`config.mk`:
```
export PLATFORM = sky130hd
export DESIGN_NAME = sac_ctrl
export DESIGN_NICKNAME = d
export VERILOG_FILES = /design/src/shared/sac_pkg.sv /design/src/logic/sac_clk_div.sv /design/src/logic/sac_ctrl.sv
export VERILOG_INCLUDE_DIRS = /design/src /design/src/shared
export SDC_FILE = /design/constraint.sdc
export NUM_CORES = 1
export LEC_CHECK = 0
export BUFFER_PORTS_ARGS = -buffer_cell sky130_fd_sc_hd__clkbuf_2
export CORE_MARGIN = 2
export CORE_UTILIZATION = 30
export CTS_CLUSTER_SIZE = 16
export DETAILED_ROUTE_END_ITERATION = 8
export PLACE_DENSITY = 0.64
export SETUP_SLACK_MARGIN = 0.02
export SYNTH_ARGS = -nofsm -noshare
export SYNTH_HDL_FRONTEND = slang
export SYNTH_HIERARCHICAL = 1
export SYNTH_SLANG_ARGS = --single-unit
```
`constraint.sdc`:
```
create_clock -name i_clk -period 3.8 [get_ports i_clk]
set_input_delay 0.19 -clock i_clk [delete_from_list [all_inputs] [get_ports i_clk]]
set_output_delay 0.19 -clock i_clk [all_outputs]
set_load 0.05 [all_outputs]
```
`src/shared/sac_params.svh`:
```
`ifndef SAC_PARAMS_SVH
`define SAC_PARAMS_SVH
// Channel field value that disables the converter.
`define SAC_CH_OFF 5'h1F
// Clock source select encodings.
`define SAC_CLK_BUS 2'h0
`define SAC_CLK_BUS_HALF 2'h1
`define SAC_CLK_ALT 2'h2
`define SAC_CLK_ASYNC 2'h3
// Conversion mode encodings.
`define SAC_MODE_8 2'h0
`define SAC_MODE_10 2'h2
// Reset values of configuration and results.
`define SAC_RST_RESULT 10'h000
`define SAC_RST_CLK_SEL 2'h0
// Approximation steps per conversion, in converter clock ticks, plus sampling.
`define SAC_SAMPLE_TICKS 4'h4
`define SAC_STEPS_10 4'hB
`define SAC_STEPS_8 4'h9
// Internal asynchronous oscillator terminal count; it ticks once every four bus cycles.
`define SAC_ASYNC_HALF 3'h3
`endif

```
`src/shared/sac_pkg.sv`:
```
package sac_pkg;
  typedef enum logic [1:0] {
    SAC_IDLE,
    SAC_SAMPLE,
    SAC_APPROX,
    SAC_FINISH
  } sac_state_e;
endpackage : sac_pkg

```
`src/logic/sac_clk_div.sv`:
```
`timescale 1ns/1ps
`include "sac_params.svh"
// Builds the one-cycle converter clock enable from the selected source and divider.
module sac_clk_div (
  input wire logic i_clk,
  input wire logic i_rst,
  input wire logic i_run,
  input wire logic [1:0] i_clock_source_select,
  input wire logic [1:0] i_clock_divide_select,
  input wire logic i_alternate_clock_tick,
  input wire logic i_async_enable,
  output logic o_converter_clock_tick
);
  logic half_q;
  logic [2:0] osc_cnt_q;
  logic osc_tick;
  logic src_tick;
  logic [2:0] div_cnt_q;
  logic [2:0] div_max;

  // Bus clock halved toggles every cycle; only counts while the converter runs.
  always_ff @(posedge i_clk) begin
    if (i_rst || !i_run) begin
      half_q <= 1'b0;
    end else begin
      half_q <= ~half_q;
    end
  end

  // Internal oscillator lives here and runs only while selected and active; it counts
  // bus clock cycles, so it stalls whenever the bus clock does, like the other sources.
  always_ff @(posedge i_clk) begin
    if (i_rst || !i_async_enable) begin
      osc_cnt_q <= 3'h0;
    end else if (osc_cnt_q == `SAC_ASYNC_HALF) begin
      osc_cnt_q <= 3'h0;
    end else begin
      osc_cnt_q <= osc_cnt_q + 3'h1;
    end
  end
  assign osc_tick = i_async_enable && (osc_cnt_q == `SAC_ASYNC_HALF);

  // Source multiplexer.
  always_comb begin
    case (i_clock_source_select)
      `SAC_CLK_BUS: src_tick = i_run;
      `SAC_CLK_BUS_HALF: src_tick = i_run && half_q;
      `SAC_CLK_ALT: src_tick = i_run && i_alternate_clock_tick;
      default: src_tick = osc_tick;
    endcase
  end

  // Divider of 1, 2, 4 or 8; with the halved bus clock this reaches divide by 16.
  assign div_max = 3'((4'h1 << i_clock_divide_select) - 4'h1);
  always_ff @(posedge i_clk) begin
    if (i_rst || !i_run) begin
      div_cnt_q <= 3'h0;
    end else if (src_tick) begin
      div_cnt_q <= (div_cnt_q >= div_max) ? 3'h0 : div_cnt_q + 3'h1;
    end
  end
  assign o_converter_clock_tick = src_tick && (div_cnt_q >= div_max);
endmodule : sac_clk_div

```
`src/logic/sac_ctrl.sv`:
```
`timescale 1ns/1ps
`include "sac_params.svh"
module sac_ctrl #(
  parameter int PINS = 24
) (
  input wire logic i_clk,
  input wire logic i_rst,
  input wire logic i_status_control_one_wr,
  input wire logic [4:0] i_channel_select_field,
  input wire logic i_done_interrupt_enable,
  input wire logic i_status_control_two_wr,
  input wire logic i_converter_config_wr,
  input wire logic i_compare_value_high_wr,
  input wire logic i_compare_value_low_wr,
  input wire logic i_hw_trigger_enable,
  input wire logic i_continuous_enable,
  input wire logic i_compare_enable,
  input wire logic i_compare_greater,
  input wire logic [9:0] i_compare_value,
  input wire logic [1:0] i_mode,
  input wire logic [1:0] i_clock_source_select,
  input wire logic [1:0] i_clock_divide_select,
  input wire logic i_alternate_clock_tick,
  input wire logic i_hw_trigger_input,
  input wire logic i_comparator_high,
  input wire logic i_result_high_rd,
  input wire logic i_result_low_rd,
  input wire logic i_conversion_done_flag_clr,
  input wire logic [PINS-1:0] i_pin_isolate,
  input wire logic [PINS-1:0] i_port_in,
  input wire logic [PINS-1:0] i_port_out_en_n,
  input wire logic [PINS-1:0] i_port_pullup_en,
  output logic [PINS-1:0] o_port_in,
  output logic [PINS-1:0] o_port_out_en_n,
  output logic [PINS-1:0] o_port_pullup_en,
  output logic [PINS-1:0] o_port_input_buf_en,
  output logic o_analog_enable,
  output logic o_sample,
  output logic [10:0] o_trial_code,
  output logic [7:0] o_result_high,
  output logic [7:0] o_result_low,
  output logic o_conversion_done_flag,
  output logic o_interrupt,
  output logic o_busy
);
  sac_pkg::sac_state_e state_q;
  logic conv_tick;
  logic [10:0] sar_q;
  logic [3:0] bit_q;
  logic [3:0] samp_q;
  logic trig_meta_q;
  logic trig_sync_q;
  logic trig_last_q;
  logic trig_rise;
  logic hw_launched_q;
  logic high_read_q;
  logic [9:0] result_q;
  logic done_q;
  logic mode10;
  logic disabled;
  logic abort;
  logic sw_start;
  logic hw_start;
  logic start;
  logic [9:0] rounded;
  logic [10:0] diff;
  logic cmp_true;
  logic blocked;
  logic finishing;
  logic restart;

  // Rounds the approximation by adding half an LSB, saturating at full scale.
  function automatic logic [9:0] sac_round(input logic [10:0] raw, input logic wide);
    logic [10:0] sum;
    sum = 11'h000;
    if (wide) begin
      sum = (raw[10:1] == 10'h3FF) ? {1'b0, 10'h3FF} : {1'b0, raw[10:1]} + {10'h000, raw[0]};
    end else begin
      sum = (raw[10:3] == 8'hFF) ? 11'h0FF : {3'h0, raw[10:3]} + {10'h000, raw[2]};
    end
    return sum[9:0];
  endfunction : sac_round

  // Maps the step counter to the trial bit; 8-bit mode searches only the top nine bits,
  // so the low two bits stay zero and the rounding function ignores them.
  function automatic logic [3:0] sac_bit_index(input logic [3:0] step, input logic wide);
    return wide ? step : step + (`SAC_STEPS_10 - `SAC_STEPS_8);
  endfunction : sac_bit_index

  assign mode10 = (i_mode == `SAC_MODE_10);
  assign disabled = (i_channel_select_field == `SAC_CH_OFF);
  // Writes to status control two, the converter config or either compare value byte invalidate the conversion in progress.
  assign abort = i_status_control_two_wr || i_converter_config_wr ||
                 i_compare_value_high_wr || i_compare_value_low_wr || disabled;
  assign o_busy = (state_q != sac_pkg::SAC_IDLE);

  // Clock selection and division.
  sac_clk_div u_clk_div (
    .i_clk(i_clk),
    .i_rst(i_rst),
    .i_run(o_busy),
    .i_clock_source_select(i_clock_source_select),
    .i_clock_divide_select(i_clock_divide_select),
    .i_alternate_clock_tick(i_alternate_clock_tick),
    .i_async_enable(o_busy && (i_clock_source_select == `SAC_CLK_ASYNC)),
    .o_converter_clock_tick(conv_tick)
  );

  // Two-stage synchroniser then edge detection on the second stage only.
  always_ff @(posedge i_clk) begin
    if (i_rst) begin
      trig_meta_q <= 1'b0;
      trig_sync_q <= 1'b0;
      trig_last_q <= 1'b0;
    end else begin
      trig_meta_q <= i_hw_trigger_input;
      trig_sync_q <= trig_meta_q;
      trig_last_q <= trig_sync_q;
    end
  end
  assign trig_rise = trig_sync_q && !trig_last_q;

  // Start sources; the hardware edge counts only when idle and not yet launched.
  assign sw_start = i_status_control_one_wr && !i_hw_trigger_enable && !disabled;
  assign hw_start = i_hw_trigger_enable && trig_rise && !o_busy && !hw_launched_q && !disabled;
  assign start = sw_start || hw_start;

  // Remembers that a continuous hardware sequence has already been launched.
  always_ff @(posedge i_clk) begin
    if (i_rst || !i_continuous_enable || !i_hw_trigger_enable || abort || i_status_control_one_wr) begin
      hw_launched_q <= 1'b0;
    end else if (hw_start) begin
      hw_launched_q <= 1'b1;
    end
  end

  // Compare against the two's complement of the compare value.
  assign rounded = sac_round(sar_q, mode10);
  assign diff = {1'b0, rounded} + {1'b0, ~i_compare_value} + 11'h001;
  assign cmp_true = !i_compare_enable || (i_compare_greater ? diff[10] : !diff[10]);
  assign blocked = mode10 && high_read_q;
  assign finishing = (state_q == sac_pkg::SAC_FINISH);
  // Blocked transfers retry except single compare-false conversions.
  assign restart = finishing && (i_continuous_enable || (blocked && cmp_true));

  // Conversion sequencer; idle is the low power state.
  always_ff @(posedge i_clk) begin
    if (i_rst) begin
      state_q <= sac_pkg::SAC_IDLE;
    end else if (abort && !start) begin
      state_q <= sac_pkg::SAC_IDLE;
    end else if (start) begin
      state_q <= sac_pkg::SAC_SAMPLE;
    end else begin
      case (state_q)
        sac_pkg::SAC_IDLE: state_q <= sac_pkg::SAC_IDLE;
        sac_pkg::SAC_SAMPLE: begin
          if (conv_tick && samp_q == `SAC_SAMPLE_TICKS - 4'h1) begin
            state_q <= sac_pkg::SAC_APPROX;
          end
        end
        sac_pkg::SAC_APPROX: begin
          if (conv_tick && bit_q == 4'h0) begin
            state_q <= sac_pkg::SAC_FINISH;
          end
        end
        sac_pkg::SAC_FINISH: state_q <= restart ? sac_pkg::SAC_SAMPLE : sac_pkg::SAC_IDLE;
        default: state_q <= sac_pkg::SAC_IDLE;
      endcase
    end
  end

  // Sample counter and successive approximation register.
  always_ff @(posedge i_clk) begin
    if (i_rst || start || state_q == sac_pkg::SAC_IDLE || finishing) begin
      samp_q <= 4'h0;
      sar_q <= 11'h000;
      bit_q <= mode10 ? `SAC_STEPS_10 - 4'h1 : `SAC_STEPS_8 - 4'h1;
    end else if (conv_tick && state_q == sac_pkg::SAC_SAMPLE) begin
      samp_q <= samp_q + 4'h1;
      if (samp_q == `SAC_SAMPLE_TICKS - 4'h1) begin
        sar_q[10] <= 1'b1;
      end
    end else if (conv_tick && state_q == sac_pkg::SAC_APPROX) begin
      // Keep the trial bit if the analog comparator says the input is higher.
      sar_q[sac_bit_index(bit_q, mode10)] <= i_comparator_high;
      if (bit_q != 4'h0) begin
        sar_q[sac_bit_index(bit_q, mode10) - 4'h1] <= 1'b1;
        bit_q <= bit_q - 4'h1;
      end
    end
  end
  assign o_trial_code = sar_q;
  assign o_sample = (state_q == sac_pkg::SAC_SAMPLE);
  assign o_analog_enable = o_busy && !disabled;

  // Read tracking for the two-byte result: high read arms the block, low read clears it.
  always_ff @(posedge i_clk) begin
    if (i_rst || i_result_low_rd) begin
      high_read_q <= 1'b0;
    end else if (i_result_high_rd && mode10) begin
      high_read_q <= 1'b1;
    end
  end

  // Result transfer; compare mode stores the difference instead.
  always_ff @(posedge i_clk) begin
    if (i_rst) begin
      result_q <= `SAC_RST_RESULT;
    end else if (finishing && !blocked && cmp_true) begin
      if (i_compare_enable) begin
        result_q <= mode10 ? diff[9:0] : {2'h0, diff[7:0]};
      end else begin
        result_q <= rounded;
      end
    end
  end
  assign o_result_high = mode10 ? {6'h00, result_q[9:8]} : 8'h00;
  assign o_result_low = result_q[7:0];

  // Done flag: a hardware set wins over a software clear in the same cycle.
  always_ff @(posedge i_clk) begin
    if (i_rst) begin
      done_q <= 1'b0;
    end else if (finishing && !blocked && cmp_true) begin
      done_q <= 1'b1;
    end else if (i_conversion_done_flag_clr || i_status_control_one_wr) begin
      done_q <= 1'b0;
    end
  end
  assign o_conversion_done_flag = done_q;
  assign o_interrupt = done_q && i_done_interrupt_enable;

  // Pin isolation forces high-Z, kills input buffer and pullup, reads zero.
  assign o_port_out_en_n = i_port_out_en_n | i_pin_isolate;
  assign o_port_pullup_en = i_port_pullup_en & ~i_pin_isolate;
  assign o_port_input_buf_en = ~i_pin_isolate;
  assign o_port_in = i_port_in & ~i_pin_isolate;
endmodule : sac_ctrl

```
**Word level (Yosys, flattened, before mapping)**

Index checks and enable logic that the tools add are counted.

- Input bits: 135
- Flip-flop bits (word level): 44
- Output and inout port bits: 128
- Logic and storage cells: 163

- Bitwise operators: 8
- Magnitude comparators: 5
- $add $sub $neg: 11
- Reduce and logical (&&, ||, !) cells: 73
- Mux-type cells: 31
- Eq/ne operators: 18
- Shifts and indexed selects: 1

Operators with widths:

| operator | count |
|---|---|
| 24-bit AND | 2 |
| 10-bit two-way mux | 4 |
| 1-bit logical AND | 27 |
| 24-bit inverter | 1 |
| 24-bit bitwise OR | 1 |
| 11-bit two-way mux | 2 |
| 4-bit two-way mux | 5 |
| 1-bit logical OR | 18 |
| 10-bit by 10-bit adder with 11-bit output | 1 |
| 11-bit by 1-bit adder with 11-bit output, second input constant | 1 |
| 11-bit bitwise mux | 1 |
| 1-bit zero test | 11 |
| 11-bit bitwise OR | 1 |
| 10-bit by 1-bit adder with 10-bit output | 1 |
| 10-bit equality test, second input constant | 1 |
| 2-bit equality test, second input constant | 5 |
| 4-bit by 5-bit less-than comparator with 1-bit output, second input constant | 2 |
| 10-bit inverter | 1 |
| 2-bit nonzero test | 5 |
| 8-bit by 1-bit adder with 9-bit output | 1 |
| 1-bit two-way mux | 9 |
| 9-bit two-way mux | 1 |
| 1-bit demux with 4-bit select | 2 |
| 8-bit equality test, second input constant | 1 |
| other kinds (28) | 43 |

**Depth between registers and ports, before layout**

- Word-level depth: 14
- Depth in mapped cells: 14
- Mapped depth without buffers: 13

**Cells and area by module**

Netlist, hierarchy kept.

By module, submodules not included:

| module | cells an instance | area each (µm²) | sequential area each (µm²) | instances |
|---|---|---|---|---|
| sac_ctrl | 481 | 3704.8 | 780.7 | 1 |
| sac_clk_div | 52 | 454.2 | 140.1 | 1 |

**Least setup slack after synthesis**

OpenSTA, ideal clock, no wires.

- Kind: flip-flop to flip-flop
- Start point: register sar_q[4], in the netlist o_trial_code[4]
- End point: register result_q[7]
- Required time: 3712 ps
- Period minus slack after synthesis: 3443 ps
- Setup time: 88 ps
- Cell stages (with the launch flop): 14
- Setup slack: 357 ps
- Arrival time: 3354 ps
- Buffers on the path: 2
- Cells stage by stage: dfxtp_1 > buf_2 > nand4_4 > or2_1 > o21a_4 > a22oi_2 > ha_1 > nor2b_1 > o31a_1 > o211a_1 > a211oi_2 > buf_4 > nor2_2 > a311oi_2

- Cells in the longest elaborated chain, start to end: 9
- Elaborated cells between the ends (all ways): 15
- Those cells by class: add/sub: 4; eq/ne: 2; mux: 6; reduce/logical: 3

RTL lines:

| item | RTL line | RTL |
|---|---|---|
| start, declared | sac_ctrl.sv:48 | `logic [10:0] sar_q;` |
| start signal, assigned by index | sac_ctrl.sv:186 | `sar_q[sac_bit_index(bit_q, mode10)] <= i_comparator_high;` |
| 10-bit by 1-bit adder with 10-bit output, or another cell as far along | sac_ctrl.sv:77 | `sum = (raw[10:1] == 10'h3FF) ? {1'b0, 10'h3FF} : {1'b0, raw[10:1]} + {10'h000, raw[0]};` |
| 10-bit two-way mux or 9-bit two-way mux (tied branches) | sac_ctrl.sv:77, sac_ctrl.sv:79 |  |
| 10-bit two-way mux * | sac_ctrl.sv:76 | `if (wide) begin` |
| 10-bit by 10-bit adder with 11-bit output | sac_ctrl.sv:139 | `assign diff = {1'b0, rounded} + {1'b0, ~i_compare_value} + 11'h001;` |
| 11-bit by 1-bit adder with 11-bit output | sac_ctrl.sv:139 |  |
| 1-bit zero test | sac_ctrl.sv:140 | `assign cmp_true = !i_compare_enable \|\| (i_compare_greater ? diff[10] : !diff[10]);` |
| 1-bit two-way mux | sac_ctrl.sv:140 |  |
| 1-bit logical OR | sac_ctrl.sv:140 |  |
| 1-bit logical AND | sac_ctrl.sv:210 | `end else if (finishing && !blocked && cmp_true) begin` |
| end signal, assigned | sac_ctrl.sv:209 | `` result_q <= `SAC_RST_RESULT; `` |
| end signal, assigned | sac_ctrl.sv:212 | `result_q <= mode10 ? diff[9:0] : {2'h0, diff[7:0]};` |
| end signal, assigned | sac_ctrl.sv:214 | `result_q <= rounded;` |
| end, declared | sac_ctrl.sv:57 | `logic [9:0] result_q;` |

Every way passes the cells marked *; elsewhere a longest branch is shown, timed or not.
A chain may end at the register's enable or synchronous reset.

**Worst setup path after layout**

- Start point: register sar_q[6], in the netlist o_trial_code[6]
- End point: register result_q[3]

The elaborated chain is that of the path after synthesis.

==> impl_metrics.env <==
export IMPL_worstPathRequired_ns=3.99
export IMPL_instances_no_fill=960
export IMPL_ctsResizeCount=0
export IMPL_regArea_um2=921
export IMPL_cts_made_buffers=5
export IMPL_post_cts_setup_buffers=0
export IMPL_start_util=0.303
export IMPL_ir_worst_vdd_mv=0.129
export IMPL_maxSlewViolCount=0
export IMPL_max_slew_margin_rel=0.528
export IMPL_cpLargestDelayFamily="compound AO/OA/AOI/OAI gates"
export IMPL_port_buffers=256
export IMPL_nets=948
export IMPL_syn_avg_cell_area_um2=7.80
export IMPL_end_kind="register"
export IMPL_grt_usage=0.144
export IMPL_ys_warn_count=6
export IMPL_core_um2=13700
export IMPL_die_y_um=122
export IMPL_path_buf_inv=1
export IMPL_setup_tns_ns=0
export IMPL_worstMarginPinSlew_ns=0.690
export IMPL_ant_nets=0
export IMPL_ys_ff_latch=44
export IMPL_dieArea_um2=14800
export IMPL_yosysTopAreaCellShare=0.193
export IMPL_setup_viol=0
export IMPL_drc_errors=0
export IMPL_syn_inst=533
export IMPL_ys_async_sr_fraction=0
export IMPL_ys_types=67
export IMPL_crit_start="o_trial_code[6]"
export IMPL_clkSinkCount=44
export IMPL_hpwl_um=9300
export IMPL_wl_met3_um=732
export IMPL_grt_overflow=0
export IMPL_hold_class="primary input to register"
export IMPL_fill_cells=1453
export IMPL_synth_area_leader_cell="dfxtp_1"
export IMPL_power_density_nw_per_um2=266
export IMPL_cp_slowest_stage_delay_ns=0.52
export IMPL_slowest_stage="dfxtp_1"
export IMPL_period_share=0.894
export IMPL_fmax_mhz=295
export IMPL_multi_input_area_um2=2880
export IMPL_rows=43
export IMPL_drt_pass1_iter_count=5
export IMPL_clk_pin_slew_worst_paths_ns=0.07
export IMPL_fp_dieW_um=122
export IMPL_crit_type="register to register"
export IMPL_synth_edf_count=4
export IMPL_syn_area_um2=4160
export IMPL_antenna_cells=0
export IMPL_status="completed"
export IMPL_dp_cells=952
export IMPL_cts_root_buf="clkbuf_16"
export IMPL_path_cells="nand4_2 > o31ai_2 > o22ai_1 > ha_1 > fa_1 > nor2b_1 > o31a_1 > o21ai_1 > a211oi_2 > buf_4 > nor2_1 > a311oi_1"
export IMPL_gp_congestion=0.831
export IMPL_yosys_most_used_dff="dfxtp_1"
export IMPL_min_period_ns=3.40
export IMPL_cts_tree="done"
export IMPL_grt_pass1_wl_um=17700
export IMPL_clk_path_buf_depth=2
export IMPL_boundaryPins=263
export IMPL_critPathLaunchType="register"
export IMPL_drive_gt1_frac=0.422
export IMPL_grt_max_degree=23
export IMPL_area_growth_pct=37.8
export IMPL_via_count=4465
export IMPL_cts_hold_buf=0
export IMPL_cap_violations=0
export IMPL_rsz0062_at_grt="no"
export IMPL_p_leak_nw=2.87
export IMPL_worstHoldStart="i_result_low_rd"
export IMPL_crit_fanout=21
export IMPL_drt_iter0_markers=190
export IMPL_clock_latency_ns=0.29
export IMPL_synth_seq_area_share=0.221
export IMPL_final_hold_viol_count=0
export IMPL_viasPerCell=4.65
export IMPL_skew_ns=0.00465
export IMPL_wl_met2_um=5400
export IMPL_synthTopCellsByArea="dfxtp_1, ha_1, nor2b_1, inv_1, nor2_1"
export IMPL_avgRoutedWirePerCell_um=11.6
export IMPL_top_layer="met4"
export IMPL_totalWireLength_um=11200
export IMPL_wirelength_met1_um=4910
export IMPL_htreeDepth=2
export IMPL_antenna_found_initial=0
export IMPL_grt_pass1_vias=3979
export IMPL_r2r_start="o_trial_code[6]"
export IMPL_cp_arrival_ns=3.58
-- placed cells by master (no fill, tap or decap), types with 9 or more instances in the layout --
cell type | synthesis | routed
clkbuf_2 | 0 | 256
or2_2 | 27 | 27
nor2b_1 | 56 | 56
a21oi_1 | 24 | 24
mux2i_1 | 10 | 10
o21ai_0 | 13 | 13
dfxtp_1 | 40 | 40
nand3_1 | 17 | 17
xor2_1 | 9 | 9
inv_1 | 52 | 52
xnor2_1 | 11 | 11
nand2_1 | 35 | 35
ha_1 | 33 | 33
nor2_1 | 48 | 48
-- flip-flops by register name, summed over array words and instances (netlist names) --
name	flops
u_clk_div/div_cnt_q	3
trig_meta_q	1
o_trial_code	11
hw_launched_q	1
trig_last_q	1
samp_q	4
bit_q	4
result_q	10
state_q	2
high_read_q	1
o_conversion_done_flag	1
u_clk_div/osc_cnt_q	3
trig_sync_q	1
u_clk_div/half_q	1
-- area by class of cell --
class                           count  area share
Inverter                           52      0.0340
Timing Repair Buffer              264       0.234
Multi-Input combinational cell    412       0.502
Sequential cell                    44       0.161
Clock buffer                        5      0.0218
Clock inverter                      3     0.00808
Tap cell                          180      0.0393
-- power by group --
group,internal (mW),switching [mW],total (mW)
clock,0.313,0.195,0.508
sequential,0.473,0.00675,0.480
combinational,0.172,0.364,0.536
-- Yosys cell counts, types with 3 or more instances --
cell       instances
nor2b_1           56
inv_1             52
nor2_1            48
dfxtp_1           40
nand2_1           35
ha_1              33
or2_2             27
a21oi_1           24
nand3_1           17
buf_4             16
o21ai_0           13
xnor2_1           11
mux2i_1           10
xor2_1             9
a211oi_2           8
buf_2              8
nand3b_1           8
a211oi_1           7
and3_1             6
clkbuf_1           6
a31oi_1            5
nor3_1             5
a21o_1             4
a22oi_2            4
and2_1             4
edfxtp_1           4
nand2b_1           4
o21a_1             4
o221a_2            4
o22ai_1            4
a32oi_1            3
nand4_1            3
nor4_1             3
o2111ai_1          3
or4_1              3
-- logic make-up (layout without fill, tap and decap cells) --
logic type                 Yosys count  in the layout  synth area share
xor gates and xnor gates            20             20            0.0421
DFF                                 44             44             0.221
other                                1              6          0.000902
muxes                               12             12            0.0295
and+or+nand+nor                    236            236             0.315
AOI/OAI and AO/OA                  104            104             0.196
buffers and inverters               82            324            0.0909
adders and majority gates           34             34             0.104
-- final timing paths --
check / endpoint / slack (ns) / cells after the start
worst max-delay path: result_q[3] / 0.40 / 12
worst min-delay path: high_read_q / 0.06 / 2
worst max register to register: result_q[3] / 0.40 / 12
worst min register to register: u_clk_div/half_q / 0.42 / 1
-- per-stage QoR --
stage               instance area, um2  power [mW]  hold WS, ns   util  setup slack, ns
floorplan                         4180       0.875        0.267      -            0.357
global placement                  5560        1.02        0.359  0.405            0.540
detailed placement                5560        1.03        0.368  0.405            0.465
CTS                               5730        1.54       0.0618  0.418            0.430
global route                      5730        1.60       0.0565  0.418            0.101
finish                            5730        1.52       0.0619  0.418            0.404
-- layer usage --
metal  up-vias  GRT usage
met5         -          0
met4         0     0.0359
met2       162      0.255
li1       2321          -
met3        11     0.0314
met1      1971      0.177
Note: power is estimated with default switching activity, not from simulation.
